[src/logic/eestat_pkg.sv]
// Constants, register map and counter layout for the Ethernet error statistics block.
package eestat_pkg;

   // ---------------------------------------------------------------
   // Register map
   // ---------------------------------------------------------------
   localparam int             ADDR_W          = 8;
   localparam logic [7:0]     CONFIG_OFFSET   = 8'h00;
   localparam logic [7:0]     COUNTER_BASE    = 8'h08;
   localparam int             NUM_COUNTERS    = 11;
   localparam logic [31:0]    CONFIG_RESET    = 32'h0000_0000;
   localparam logic [31:0]    CONFIG_MASK     = 32'h0001_0103;
   localparam logic [15:0]    COUNTER_RESET   = 16'h0000;

   // Counter index; byte address is COUNTER_BASE plus four times the index.
   typedef enum logic [3:0] {
      CNT_EXCESS_COLLISIONS  = 4'h0,
      CNT_TX_UNDERRUNS       = 4'h1,
      CNT_CARRIER_SENSE      = 4'h2,
      CNT_RX_RESOURCE        = 4'h3,
      CNT_RX_OVERRUNS        = 4'h4,
      CNT_RX_SYMBOL          = 4'h5,
      CNT_EXCESS_LENGTH      = 4'h6,
      CNT_RX_JABBERS         = 4'h7,
      CNT_UNDERSIZE          = 4'h8,
      CNT_SQE_TEST           = 4'h9,
      CNT_LENGTH_MISMATCH    = 4'ha
   } eestat_counter_type;

   // ---------------------------------------------------------------
   // Configuration fields
   // ---------------------------------------------------------------
   localparam int             CFG_SPEED_BIT       = 0;
   localparam int             CFG_FULL_DUPLEX_BIT = 1;
   localparam int             CFG_BIG_FRAMES_BIT  = 8;
   localparam int             CFG_LEN_CHECK_BIT   = 16;

   // ---------------------------------------------------------------
   // Frame limits
   // ---------------------------------------------------------------
   localparam logic [13:0]    MIN_FRAME_BYTES     = 14'd64;
   localparam logic [13:0]    MAX_FRAME_BYTES     = 14'd1518;
   localparam logic [13:0]    MAX_FRAME_BIG_BYTES = 14'd1536;
   localparam logic [13:0]    HDR_FCS_BYTES       = 14'd18;
   localparam logic [15:0]    TYPE_ID_MIN         = 16'h0600;
   localparam logic [4:0]     COLLISION_LIMIT     = 5'd16;

   // ---------------------------------------------------------------
   // Timing
   // ---------------------------------------------------------------
   localparam int             CLK_PERIOD_NS       = 10;
   localparam int             BIT_NS_FAST         = 10;
   localparam int             BIT_NS_SLOW         = 100;
   localparam int             BIT_CYC_FAST        = (BIT_NS_FAST / CLK_PERIOD_NS < 1) ? 1 : BIT_NS_FAST / CLK_PERIOD_NS;
   localparam int             BIT_CYC_SLOW        = (BIT_NS_SLOW / CLK_PERIOD_NS < 1) ? 1 : BIT_NS_SLOW / CLK_PERIOD_NS;
   localparam logic [6:0]     SQE_WINDOW_BITS     = 7'd96;

   // ---------------------------------------------------------------
   // Bus answers
   // ---------------------------------------------------------------
   localparam logic [1:0]     RESP_OKAY           = 2'b00;
   localparam logic [1:0]     RESP_SLVERR         = 2'b10;

   // Width of each counter in bits.
   function automatic int counter_width(input int idx);
      return (idx == int'(CNT_RX_RESOURCE)) ? 16 : 8;
   endfunction : counter_width

endpackage : eestat_pkg

[src/logic/eestat_counters.sv]
// Error statistics counter bank with its AXI4-Lite register slave.
`timescale 1ns/1ns
module eestat_counters (
   input  wire logic                          aclk,
   input  wire logic                          aresetn,
   input  wire logic [eestat_pkg::ADDR_W-1:0] s_axi_awaddr,
   input  wire logic [2:0]                    s_axi_awprot,
   input  wire logic                          s_axi_awvalid,
   output logic                               s_axi_awready,
   input  wire logic [31:0]                   s_axi_wdata,
   input  wire logic [3:0]                    s_axi_wstrb,
   input  wire logic                          s_axi_wvalid,
   output logic                               s_axi_wready,
   output logic [1:0]                         s_axi_bresp,
   output logic                               s_axi_bvalid,
   input  wire logic                          s_axi_bready,
   input  wire logic [eestat_pkg::ADDR_W-1:0] s_axi_araddr,
   input  wire logic [2:0]                    s_axi_arprot,
   input  wire logic                          s_axi_arvalid,
   output logic                               s_axi_arready,
   output logic [31:0]                        s_axi_rdata,
   output logic [1:0]                         s_axi_rresp,
   output logic                               s_axi_rvalid,
   input  wire logic                          s_axi_rready,
   input  wire logic                          tx_en,
   input  wire logic                          tx_frame_done,
   input  wire logic [4:0]                    tx_collision_total,
   input  wire logic                          tx_underrun,
   input  wire logic                          phy_crs,
   input  wire logic                          collision_input,
   input  wire logic                          phy_rx_dv,
   input  wire logic                          phy_rx_er,
   input  wire logic                          rx_frame_done,
   input  wire logic [13:0]                   rx_frame_length,
   input  wire logic [15:0]                   rx_length_field,
   input  wire logic                          rx_crc_error,
   input  wire logic                          rx_odd_bits,
   input  wire logic                          rx_address_match,
   input  wire logic                          rx_no_buffer,
   input  wire logic                          rx_dma_overrun,
   output logic                               rx_symbol_fcs_event,
   output logic                               rx_symbol_align_event
);
   import eestat_pkg::*;

   // ---------------------------------------------------------------
   // Helper functions
   // ---------------------------------------------------------------

   // Next counter value: a software load and a hit in the same cycle both count.
   function automatic logic [15:0] step_counter(input logic [15:0] cur,
                                                input logic        load,
                                                input logic [15:0] loadval,
                                                input logic        hit,
                                                input int          width);
      logic [15:0] base;
      logic [15:0] mask;
      base = load ? loadval : cur;
      mask = (width >= 16) ? 16'hffff : 16'h00ff;
      return (base + {15'h0000, hit}) & mask;
   endfunction : step_counter

   // Byte-lane merge of a write into an existing word.
   function automatic logic [31:0] merge_lanes(input logic [31:0] old,
                                               input logic [31:0] data,
                                               input logic [3:0]  strb);
      logic [31:0] res;
      res = old;
      for (int b = 0; b < 4; b++) begin
         if (strb[b]) begin
            res[8*b +: 8] = data[8*b +: 8];
         end
      end
      return res;
   endfunction : merge_lanes

   // ---------------------------------------------------------------
   // Pin synchronisers
   // ---------------------------------------------------------------
   logic [1:0] crs_sync;
   logic [1:0] col_sync;
   logic [1:0] rx_dv_sync;
   logic [1:0] rx_er_sync;

   // PHY pins are asynchronous to aclk; only the second stage is read.
   always_ff @(posedge aclk) begin
      if (!aresetn) begin
         crs_sync   <= 2'b00;
         col_sync   <= 2'b00;
         rx_dv_sync <= 2'b00;
         rx_er_sync <= 2'b00;
      end else begin
         crs_sync   <= {crs_sync[0], phy_crs};
         col_sync   <= {col_sync[0], collision_input};
         rx_dv_sync <= {rx_dv_sync[0], phy_rx_dv};
         rx_er_sync <= {rx_er_sync[0], phy_rx_er};
      end
   end

   wire crs_s   = crs_sync[1];
   wire col_s   = col_sync[1];
   wire rx_dv_s = rx_dv_sync[1];
   wire rx_er_s = rx_er_sync[1];

   // ---------------------------------------------------------------
   // Configuration register
   // ---------------------------------------------------------------
   logic [31:0] net_config;
   wire         speed_fast  = net_config[CFG_SPEED_BIT];
   wire         half_duplex = !net_config[CFG_FULL_DUPLEX_BIT];
   wire         big_frames  = net_config[CFG_BIG_FRAMES_BIT];
   wire         len_check   = net_config[CFG_LEN_CHECK_BIT];
   wire  [13:0] max_len     = big_frames ? MAX_FRAME_BIG_BYTES : MAX_FRAME_BYTES;

   // ---------------------------------------------------------------
   // AXI4-Lite write path
   // ---------------------------------------------------------------
   logic                  aw_held;
   logic [ADDR_W-1:0]     aw_addr;
   logic                  w_held;
   logic [31:0]           w_data;
   logic [3:0]            w_strb;

   // Address and data are caught in either order; the write fires once both are in.
   wire                   aw_take   = s_axi_awvalid && s_axi_awready;
   wire                   w_take    = s_axi_wvalid && s_axi_wready;
   wire                   wr_fire   = aw_held && w_held && !s_axi_bvalid;
   wire  [ADDR_W-1:0]     wr_off    = aw_addr - COUNTER_BASE;
   wire  [3:0]            wr_idx    = wr_off[5:2];
   wire                   wr_cfg    = wr_fire && (aw_addr[ADDR_W-1:2] == CONFIG_OFFSET[ADDR_W-1:2]);
   wire                   wr_cnt_ok = (aw_addr >= COUNTER_BASE) && (wr_off < ADDR_W'(4 * NUM_COUNTERS));
   wire                   wr_hit    = (aw_addr[ADDR_W-1:2] == CONFIG_OFFSET[ADDR_W-1:2]) || wr_cnt_ok;

   assign s_axi_awready = !aw_held;
   assign s_axi_wready  = !w_held;

   // Hold the write channels until the response has been handed over.
   always_ff @(posedge aclk) begin
      if (!aresetn) begin
         aw_held      <= 1'b0;
         aw_addr      <= '0;
         w_held       <= 1'b0;
         w_data       <= 32'h0000_0000;
         w_strb       <= 4'h0;
         s_axi_bvalid <= 1'b0;
         s_axi_bresp  <= RESP_OKAY;
      end else begin
         if (aw_take) begin
            aw_held <= 1'b1;
            aw_addr <= s_axi_awaddr;
         end
         if (w_take) begin
            w_held <= 1'b1;
            w_data <= s_axi_wdata;
            w_strb <= s_axi_wstrb;
         end
         if (wr_fire) begin
            s_axi_bvalid <= 1'b1;
            s_axi_bresp  <= wr_hit ? RESP_OKAY : RESP_SLVERR;
         end else if (s_axi_bvalid && s_axi_bready) begin
            s_axi_bvalid <= 1'b0;
            aw_held      <= 1'b0;
            w_held       <= 1'b0;
         end
      end
   end

   // ---------------------------------------------------------------
   // Transmit side event detection
   // ---------------------------------------------------------------
   logic       tx_en_d;
   logic       carrier_seen;
   logic       carrier_dropped;
   logic       last_underrun;
   logic       sqe_armed;
   logic       sqe_col_seen;
   logic [6:0] sqe_bits;
   logic [3:0] bit_div;

   // A one-cycle pulse per bit time; 10 Mb/s needs ten clocks a bit.
   wire  [3:0] bit_cycles = speed_fast ? 4'(BIT_CYC_FAST) : 4'(BIT_CYC_SLOW);
   wire        bit_tick   = (bit_div == bit_cycles - 4'h1);
   wire        tx_end     = tx_en_d && !tx_en;
   wire        sqe_expire = sqe_armed && bit_tick && (sqe_bits == SQE_WINDOW_BITS - 7'd1);

   // Frame-level transmit decisions; an underrun frame takes no other counter.
   wire        tx_clean   = tx_frame_done && !tx_underrun;
   wire        ev_excess_collisions   = tx_clean && (tx_collision_total >= COLLISION_LIMIT);
   wire        ev_tx_underruns    = tx_frame_done && tx_underrun;
   wire        carrier_bad = !(carrier_seen || crs_s) || carrier_dropped;
   wire        ev_cse     = tx_clean && half_duplex && (tx_collision_total == 5'd0)
                            && carrier_bad;
   wire        ev_sqe     = sqe_expire && !sqe_col_seen && !col_s;

   // Carrier watch during transmit; it feeds only the carrier counter.
   always_ff @(posedge aclk) begin
      if (!aresetn) begin
         tx_en_d         <= 1'b0;
         carrier_seen    <= 1'b0;
         carrier_dropped <= 1'b0;
      end else begin
         tx_en_d <= tx_en;
         if (tx_en && !tx_en_d) begin
            carrier_seen    <= crs_s;
            carrier_dropped <= 1'b0;
         end else if (tx_en) begin
            carrier_seen    <= carrier_seen || crs_s;
            carrier_dropped <= carrier_dropped || (carrier_seen && !crs_s);
         end
      end
   end

   // Collision window after transmit end, half duplex only, skipped after an underrun.
   always_ff @(posedge aclk) begin
      if (!aresetn) begin
         last_underrun <= 1'b0;
         sqe_armed     <= 1'b0;
         sqe_col_seen  <= 1'b0;
         sqe_bits      <= 7'd0;
         bit_div       <= 4'h0;
      end else begin
         bit_div <= (bit_tick || tx_end) ? 4'h0 : bit_div + 4'h1;
         if (tx_frame_done) begin
            last_underrun <= tx_underrun;
         end
         if (tx_end) begin
            sqe_armed    <= half_duplex && !(tx_frame_done ? tx_underrun : last_underrun);
            sqe_col_seen <= 1'b0;
            sqe_bits     <= 7'd0;
         end else if (sqe_armed) begin
            sqe_col_seen <= sqe_col_seen || col_s;
            if (sqe_expire || tx_en) begin
               sqe_armed <= 1'b0;
            end else if (bit_tick) begin
               sqe_bits <= sqe_bits + 7'd1;
            end
         end
      end
   end

   // ---------------------------------------------------------------
   // Receive side event detection
   // ---------------------------------------------------------------
   logic       symbol_seen;

   wire        sym_now    = symbol_seen || (rx_dv_s && rx_er_s);
   wire        rx_any_err = rx_crc_error || sym_now;
   wire        rx_over    = rx_frame_length > max_len;
   wire        rx_under   = rx_frame_length < MIN_FRAME_BYTES;
   wire        rx_in_rng  = !rx_over && !rx_under;
   wire [13:0] rx_payload = (rx_frame_length > HDR_FCS_BYTES) ? rx_frame_length - HDR_FCS_BYTES : 14'd0;

   wire        ev_rre     = rx_frame_done && rx_address_match && rx_no_buffer;
   wire        ev_rx_overruns    = rx_frame_done && rx_address_match && rx_dma_overrun;
   wire        ev_rse     = rx_frame_done && sym_now;
   wire        ev_exl     = rx_frame_done && rx_over && !rx_any_err;
   wire        ev_rjb     = rx_frame_done && rx_over && rx_any_err;
   wire        ev_usf     = rx_frame_done && rx_under && !rx_any_err;
   wire        ev_length_field_mismatches    = rx_frame_done && len_check
                            && (rx_length_field < TYPE_ID_MIN) && !rx_over
                            && ({2'b00, rx_payload} < rx_length_field);

   // Receive error is sticky over the frame; the frame end (rx_frame_done) clears it.
   always_ff @(posedge aclk) begin
      if (!aresetn) begin
         symbol_seen <= 1'b0;
      end else if (rx_frame_done) begin
         symbol_seen <= 1'b0;
      end else if (rx_dv_s && rx_er_s) begin
         symbol_seen <= 1'b1;
      end
   end

   // Symbol errors in range are handed to the FCS and alignment counters elsewhere.
   always_ff @(posedge aclk) begin
      if (!aresetn) begin
         rx_symbol_fcs_event   <= 1'b0;
         rx_symbol_align_event <= 1'b0;
      end else begin
         rx_symbol_fcs_event   <= rx_frame_done && sym_now && rx_in_rng && !rx_odd_bits;
         rx_symbol_align_event <= rx_frame_done && sym_now && rx_in_rng && rx_odd_bits;
      end
   end

   // ---------------------------------------------------------------
   // Counter bank
   // ---------------------------------------------------------------
   logic [15:0] counters [NUM_COUNTERS];
   logic [15:0] next_counters [NUM_COUNTERS];
   logic [NUM_COUNTERS-1:0] hits;
   logic [NUM_COUNTERS-1:0] loads;
   logic [31:0] wr_word;

   assign hits[CNT_EXCESS_COLLISIONS] = ev_excess_collisions;
   assign hits[CNT_TX_UNDERRUNS]      = ev_tx_underruns;
   assign hits[CNT_CARRIER_SENSE]     = ev_cse;
   assign hits[CNT_RX_RESOURCE]       = ev_rre;
   assign hits[CNT_RX_OVERRUNS]       = ev_rx_overruns;
   assign hits[CNT_RX_SYMBOL]         = ev_rse;
   assign hits[CNT_EXCESS_LENGTH]     = ev_exl;
   assign hits[CNT_RX_JABBERS]        = ev_rjb;
   assign hits[CNT_UNDERSIZE]         = ev_usf;
   assign hits[CNT_SQE_TEST]          = ev_sqe;
   assign hits[CNT_LENGTH_MISMATCH]   = ev_length_field_mismatches;

   // Byte enables merge into the current value so a partial write keeps other lanes.
   assign wr_word = merge_lanes({16'h0000, counters[wr_idx]}, w_data, w_strb);

   // Software load plus event, masked to each counter's width.
   always_comb begin
      for (int i = 0; i < NUM_COUNTERS; i++) begin
         loads[i]         = wr_fire && wr_cnt_ok && (wr_idx == 4'(i));
         next_counters[i] = step_counter(counters[i], loads[i], wr_word[15:0], hits[i],
                                         counter_width(i));
      end
   end

   // Counters and configuration register update.
   always_ff @(posedge aclk) begin
      if (!aresetn) begin
         for (int i = 0; i < NUM_COUNTERS; i++) begin
            counters[i] <= COUNTER_RESET;
         end
         net_config <= CONFIG_RESET;
      end else begin
         for (int i = 0; i < NUM_COUNTERS; i++) begin
            counters[i] <= next_counters[i];
         end
         if (wr_cfg) begin
            net_config <= merge_lanes(net_config, w_data, w_strb) & CONFIG_MASK;
         end
      end
   end

   // ---------------------------------------------------------------
   // AXI4-Lite read path
   // ---------------------------------------------------------------
   wire  [ADDR_W-1:0] rd_off    = s_axi_araddr - COUNTER_BASE;
   wire  [3:0]        rd_idx    = rd_off[5:2];
   wire               rd_cfg    = s_axi_araddr[ADDR_W-1:2] == CONFIG_OFFSET[ADDR_W-1:2];
   wire               rd_cnt_ok = (s_axi_araddr >= COUNTER_BASE) && (rd_off < ADDR_W'(4 * NUM_COUNTERS));
   wire  [31:0]       rd_word   = rd_cfg    ? net_config :
                                  rd_cnt_ok ? {16'h0000, counters[rd_idx]} : 32'h0000_0000;

   assign s_axi_arready = !s_axi_rvalid;

   // One read at a time; data is registered on the accepting edge.
   always_ff @(posedge aclk) begin
      if (!aresetn) begin
         s_axi_rvalid <= 1'b0;
         s_axi_rdata  <= 32'h0000_0000;
         s_axi_rresp  <= RESP_OKAY;
      end else if (s_axi_arvalid && s_axi_arready) begin
         s_axi_rvalid <= 1'b1;
         s_axi_rdata  <= rd_word;
         s_axi_rresp  <= (rd_cfg || rd_cnt_ok) ? RESP_OKAY : RESP_SLVERR;
      end else if (s_axi_rvalid && s_axi_rready) begin
         s_axi_rvalid <= 1'b0;
      end
   end

endmodule : eestat_counters

[config.mk]
export PLATFORM = sky130hd
export DESIGN_NAME = eestat_counters
export DESIGN_NICKNAME = d
export VERILOG_FILES = /design/src/logic/eestat_pkg.sv /design/src/logic/eestat_counters.sv
export SDC_FILE = /design/constraint.sdc
export NUM_CORES = 1
export LEC_CHECK = 0
export BUFFER_PORTS_ARGS = -buffer_cell sky130_fd_sc_hd__buf_2
export CORE_MARGIN = 5
export CORE_UTILIZATION = 55
export CTS_CLUSTER_SIZE = 30
export DETAILED_ROUTE_END_ITERATION = 6
export PLACE_DENSITY = 0.76
export SLEW_MARGIN = 5
export SYNTH_ARGS = -nofsm -noshare
export SYNTH_HDL_FRONTEND = slang
export SYNTH_SLANG_ARGS = --single-unit
[constraint.sdc]
create_clock -name aclk -period 5 [get_ports aclk]
set_clock_uncertainty 0.15 [all_clocks]
set_input_delay 0.25 -clock aclk [delete_from_list [all_inputs] [get_ports aclk]]
set_output_delay 0.25 -clock aclk [all_outputs]
set_load 0.005 [all_outputs]
==> results.sh <==
export IMPL_status="completed"
export IMPL_period_minus_slack_ns=4.25
export IMPL_relSlewSlack=0.262
export IMPL_crit_required_ns=5.23
export IMPL_max_cap_viol_count=0
export IMPL_synthTopCellsByCount="dfxtp_1, nand2_1, nor2_1"
export IMPL_worst_pin_slew_ns=1.10
export IMPL_ys_flop_type="dfxtp_1"
export IMPL_r2r_start="aw_addr[3]"
export IMPL_num_rows=53
export IMPL_hold_violations=0
export IMPL_die_w_um=157
export IMPL_ys_seq_area_frac=0.297
export IMPL_dp_hpwl_um=27700
export IMPL_fin_util=0.649
export IMPL_clk_latency_ns=0.45
export IMPL_path_class="flip-flop to flip-flop"
export IMPL_fin_nets=1755
export IMPL_worstPathArrival_ns=4.48
export IMPL_finalCritPeriodShare=0.851
export IMPL_yosysTopAreaCell="dfxtp_1"
export IMPL_grt_ovfl_total=0
export IMPL_globalplace_congestion=0.997
export IMPL_htree_levels=4
export IMPL_vias=12200
export IMPL_wl_per_cell_um=20.9
export IMPL_min_to="last_underrun"
export IMPL_endpoint_kind="flip-flop"
export IMPL_io_buffer_count=112
export IMPL_path_max_fanout=6
export IMPL_r2r_cells=14
export IMPL_start_util=0.563
export IMPL_syn2layout_area_growth_pct=15.2
export IMPL_fmax_mhz=235
export IMPL_synth_top_area_share=0.297
export IMPL_ios=156
export IMPL_dieArea_um2=24700
export IMPL_synth_warnings=0
export IMPL_cts_buffers_inserted=17
export IMPL_clk_pin_slew_ns=0.08
export IMPL_avgViaCountPerCell=6.47
export IMPL_clockRootBuffer="clkbuf_16"
export IMPL_drc=0
export IMPL_drive_above_1_share=0.149
export IMPL_drtIter0Drc=1292
export IMPL_p_per_area_nw_per_um2=251
export IMPL_core_area_um2=21200
export IMPL_grt_start_max_net_pins=59
export IMPL_synth_most_common_cell="dfxtp_1"
export IMPL_ys_seq_elements=177
export IMPL_antenna_found_initial=0
export IMPL_ant_nets=0
export IMPL_synthTopCellsByArea="dfxtp_1, mux2i_1, ha_1, a21oi_1, nand2_1"
export IMPL_cts_buffer_depth=2
export IMPL_synthCells=1474
export IMPL_synth_async_reset_ratio=0
export IMPL_drt_total_wl_um=39300
export IMPL_hold_depth=4
export IMPL_first_global_vias=11300
export IMPL_diodes=0
export IMPL_synth_distinct_cells=69
export IMPL_grtUsageTotal=0.313
export IMPL_syn_area_per_cell_um2=8.09
export IMPL_setup_viol=0
export IMPL_fillers=1769
export IMPL_p_leak_nw=5.30
export IMPL_cts_num_sinks=177
export IMPL_power_mw=3.44
export IMPL_fin_tns_setup_ns=0
export IMPL_instances_no_fill=1881
export IMPL_cts_tree="built"
export IMPL_crit_path_start_kind="flip-flop"
export IMPL_die_y_um=157
export IMPL_syn_area_um2=11900
export IMPL_worstReg2RegEnd="counters[9][6]"
export IMPL_drv_slew=0
export IMPL_place_inst=1810
export IMPL_vdd_drop_max_v=0.000257
export IMPL_firstDrtPassIters=7
export IMPL_grt_pass1_wl_um=60800
export IMPL_rsz0062_at_grt="false"
export IMPL_hold_path_class="input pin to flip-flop"
export IMPL_synth_edf_count=0
export IMPL_hp_start="tx_frame_done"
export IMPL_r2r_slack_ns=0.75
-- cell usage in the layout (no fill, tap or decap), types with 20 or more instances in the layout --
cell           count
dfxtp_1          176
nor2_1           135
nand2_1          135
a21oi_1          120
buf_2            112
mux2i_1           80
nand3_1           78
o21ai_0           57
xnor2_1           56
ha_1              49
and2_1            43
nor3_1            42
dlygate4sd3_1     39
buf_4             35
inv_1             33
nand4_1           29
a22oi_1           27
xor2_1            25
a31oi_1           24
and3_1            23
mux4_2            20
-- flip-flops by register name (all words and copies together), names as in the netlist, 2 cells and up --
signal,count
counters,96
s_axi_rdata,17
w_data,17
sqe_bits,7
aw_addr,6
bit_div,4
net_config,4
w_strb,3
col_sync,2
crs_sync,2
rx_dv_sync,2
rx_er_sync,2
-- routing by layer --
metal	up-vias	share of wire	track usage
li1	5592	-	-
met1	5707	0.39	0.398
met2	719	0.46	0.502
met3	145	0.11	0.0781
met4	0	0.047	0.141
met5	-	0	0
-- worst max-delay path, cell delays in order, from the launching register on --
cell and delay (ns):
dfxtp_2 0.32, inv_1 0.15, ha_1 0.27, nand2_1 0.10
or4_1 0.46, a31oi_1 0.67, nand3_1 0.42, o21ai_0 0.31
ha_1 0.27, ha_1 0.33, nand3_1 0.15, nor2_1 0.15
xor2_1 0.14, o21ai_0 0.09, a31oi_1 0.19
-- kinds of logic (layout without fill, tap and decap cells) --
logic type      Yosys count  after routing  share of synthesized area
xor+xnor                 81             81                     0.0595
compound gates          360            360                      0.196
flops                   177            177                      0.297
other cells               1             17                   0.000315
mux                     109            109                      0.113
simple gates            559            559                      0.229
buf+inv                 138            254                     0.0524
fa+ha+maj                49             49                     0.0514
-- how the worst max path moves through the flow --
| stage | from | end | slack [ns] | cells past startpoint |
|---|---|---|---|---|
| after floorplan | aw_addr[3] | counters[3][11] | 0.96 | 18 |
| after global placement | rx_frame_length[9] | counters[10][6] | 0.66 | 19 |
| after detailed placement | rx_frame_length[7] | counters[10][6] | 0.59 | 19 |
| after CTS | net_config[8] | counters[10][6] | 0.86 | 13 |
| after global routing | aw_addr[4] | counters[7][6] | 0.47 | 16 |
| final | aw_addr[3] | counters[9][6] | 0.75 | 14 |
-- metrics by stage --
step | hold slack, ns | cell area (um^2) | worst slack [ns]
after floorplan | 0.199 | 12000 | 0.964
after global placement | 0.264 | 12700 | 0.656
after detailed placement | 0.270 | 12700 | 0.589
after CTS | 0.0296 | 13700 | 0.864
after global routing | 0.0472 | 13700 | 0.474
final | 0.0422 | 13700 | 0.747
-- power breakdown --
group	switching, mW	internal [mW]	leakage, nW
clock network	0.709	0.702	0.303
logic	0.352	0.209	3.57
registers	0.0323	1.44	1.44
total	1.09	2.35	5.30
-- repair_timing --
action                    CTS  global route
hold buffers               39             0
setup buffers               0             0
gates resized for setup     0             0
hold endpoints to repair   39             0
-- final cells by class --
type | instances | area (um^2) | area share
Sequential cell | 177 | 3540 | 0.258
Tap cell | 275 | 344 | 0.0251
Inverter | 34 | 129 | 0.00939
Timing Repair Buffer | 188 | 1250 | 0.0913
Clock buffer | 18 | 439 | 0.0320
Clock inverter | 14 | 199 | 0.0145
Multi-Input combinational cell | 1175 | 7820 | 0.570
Note: power is estimated with default switching activity, not from simulation.
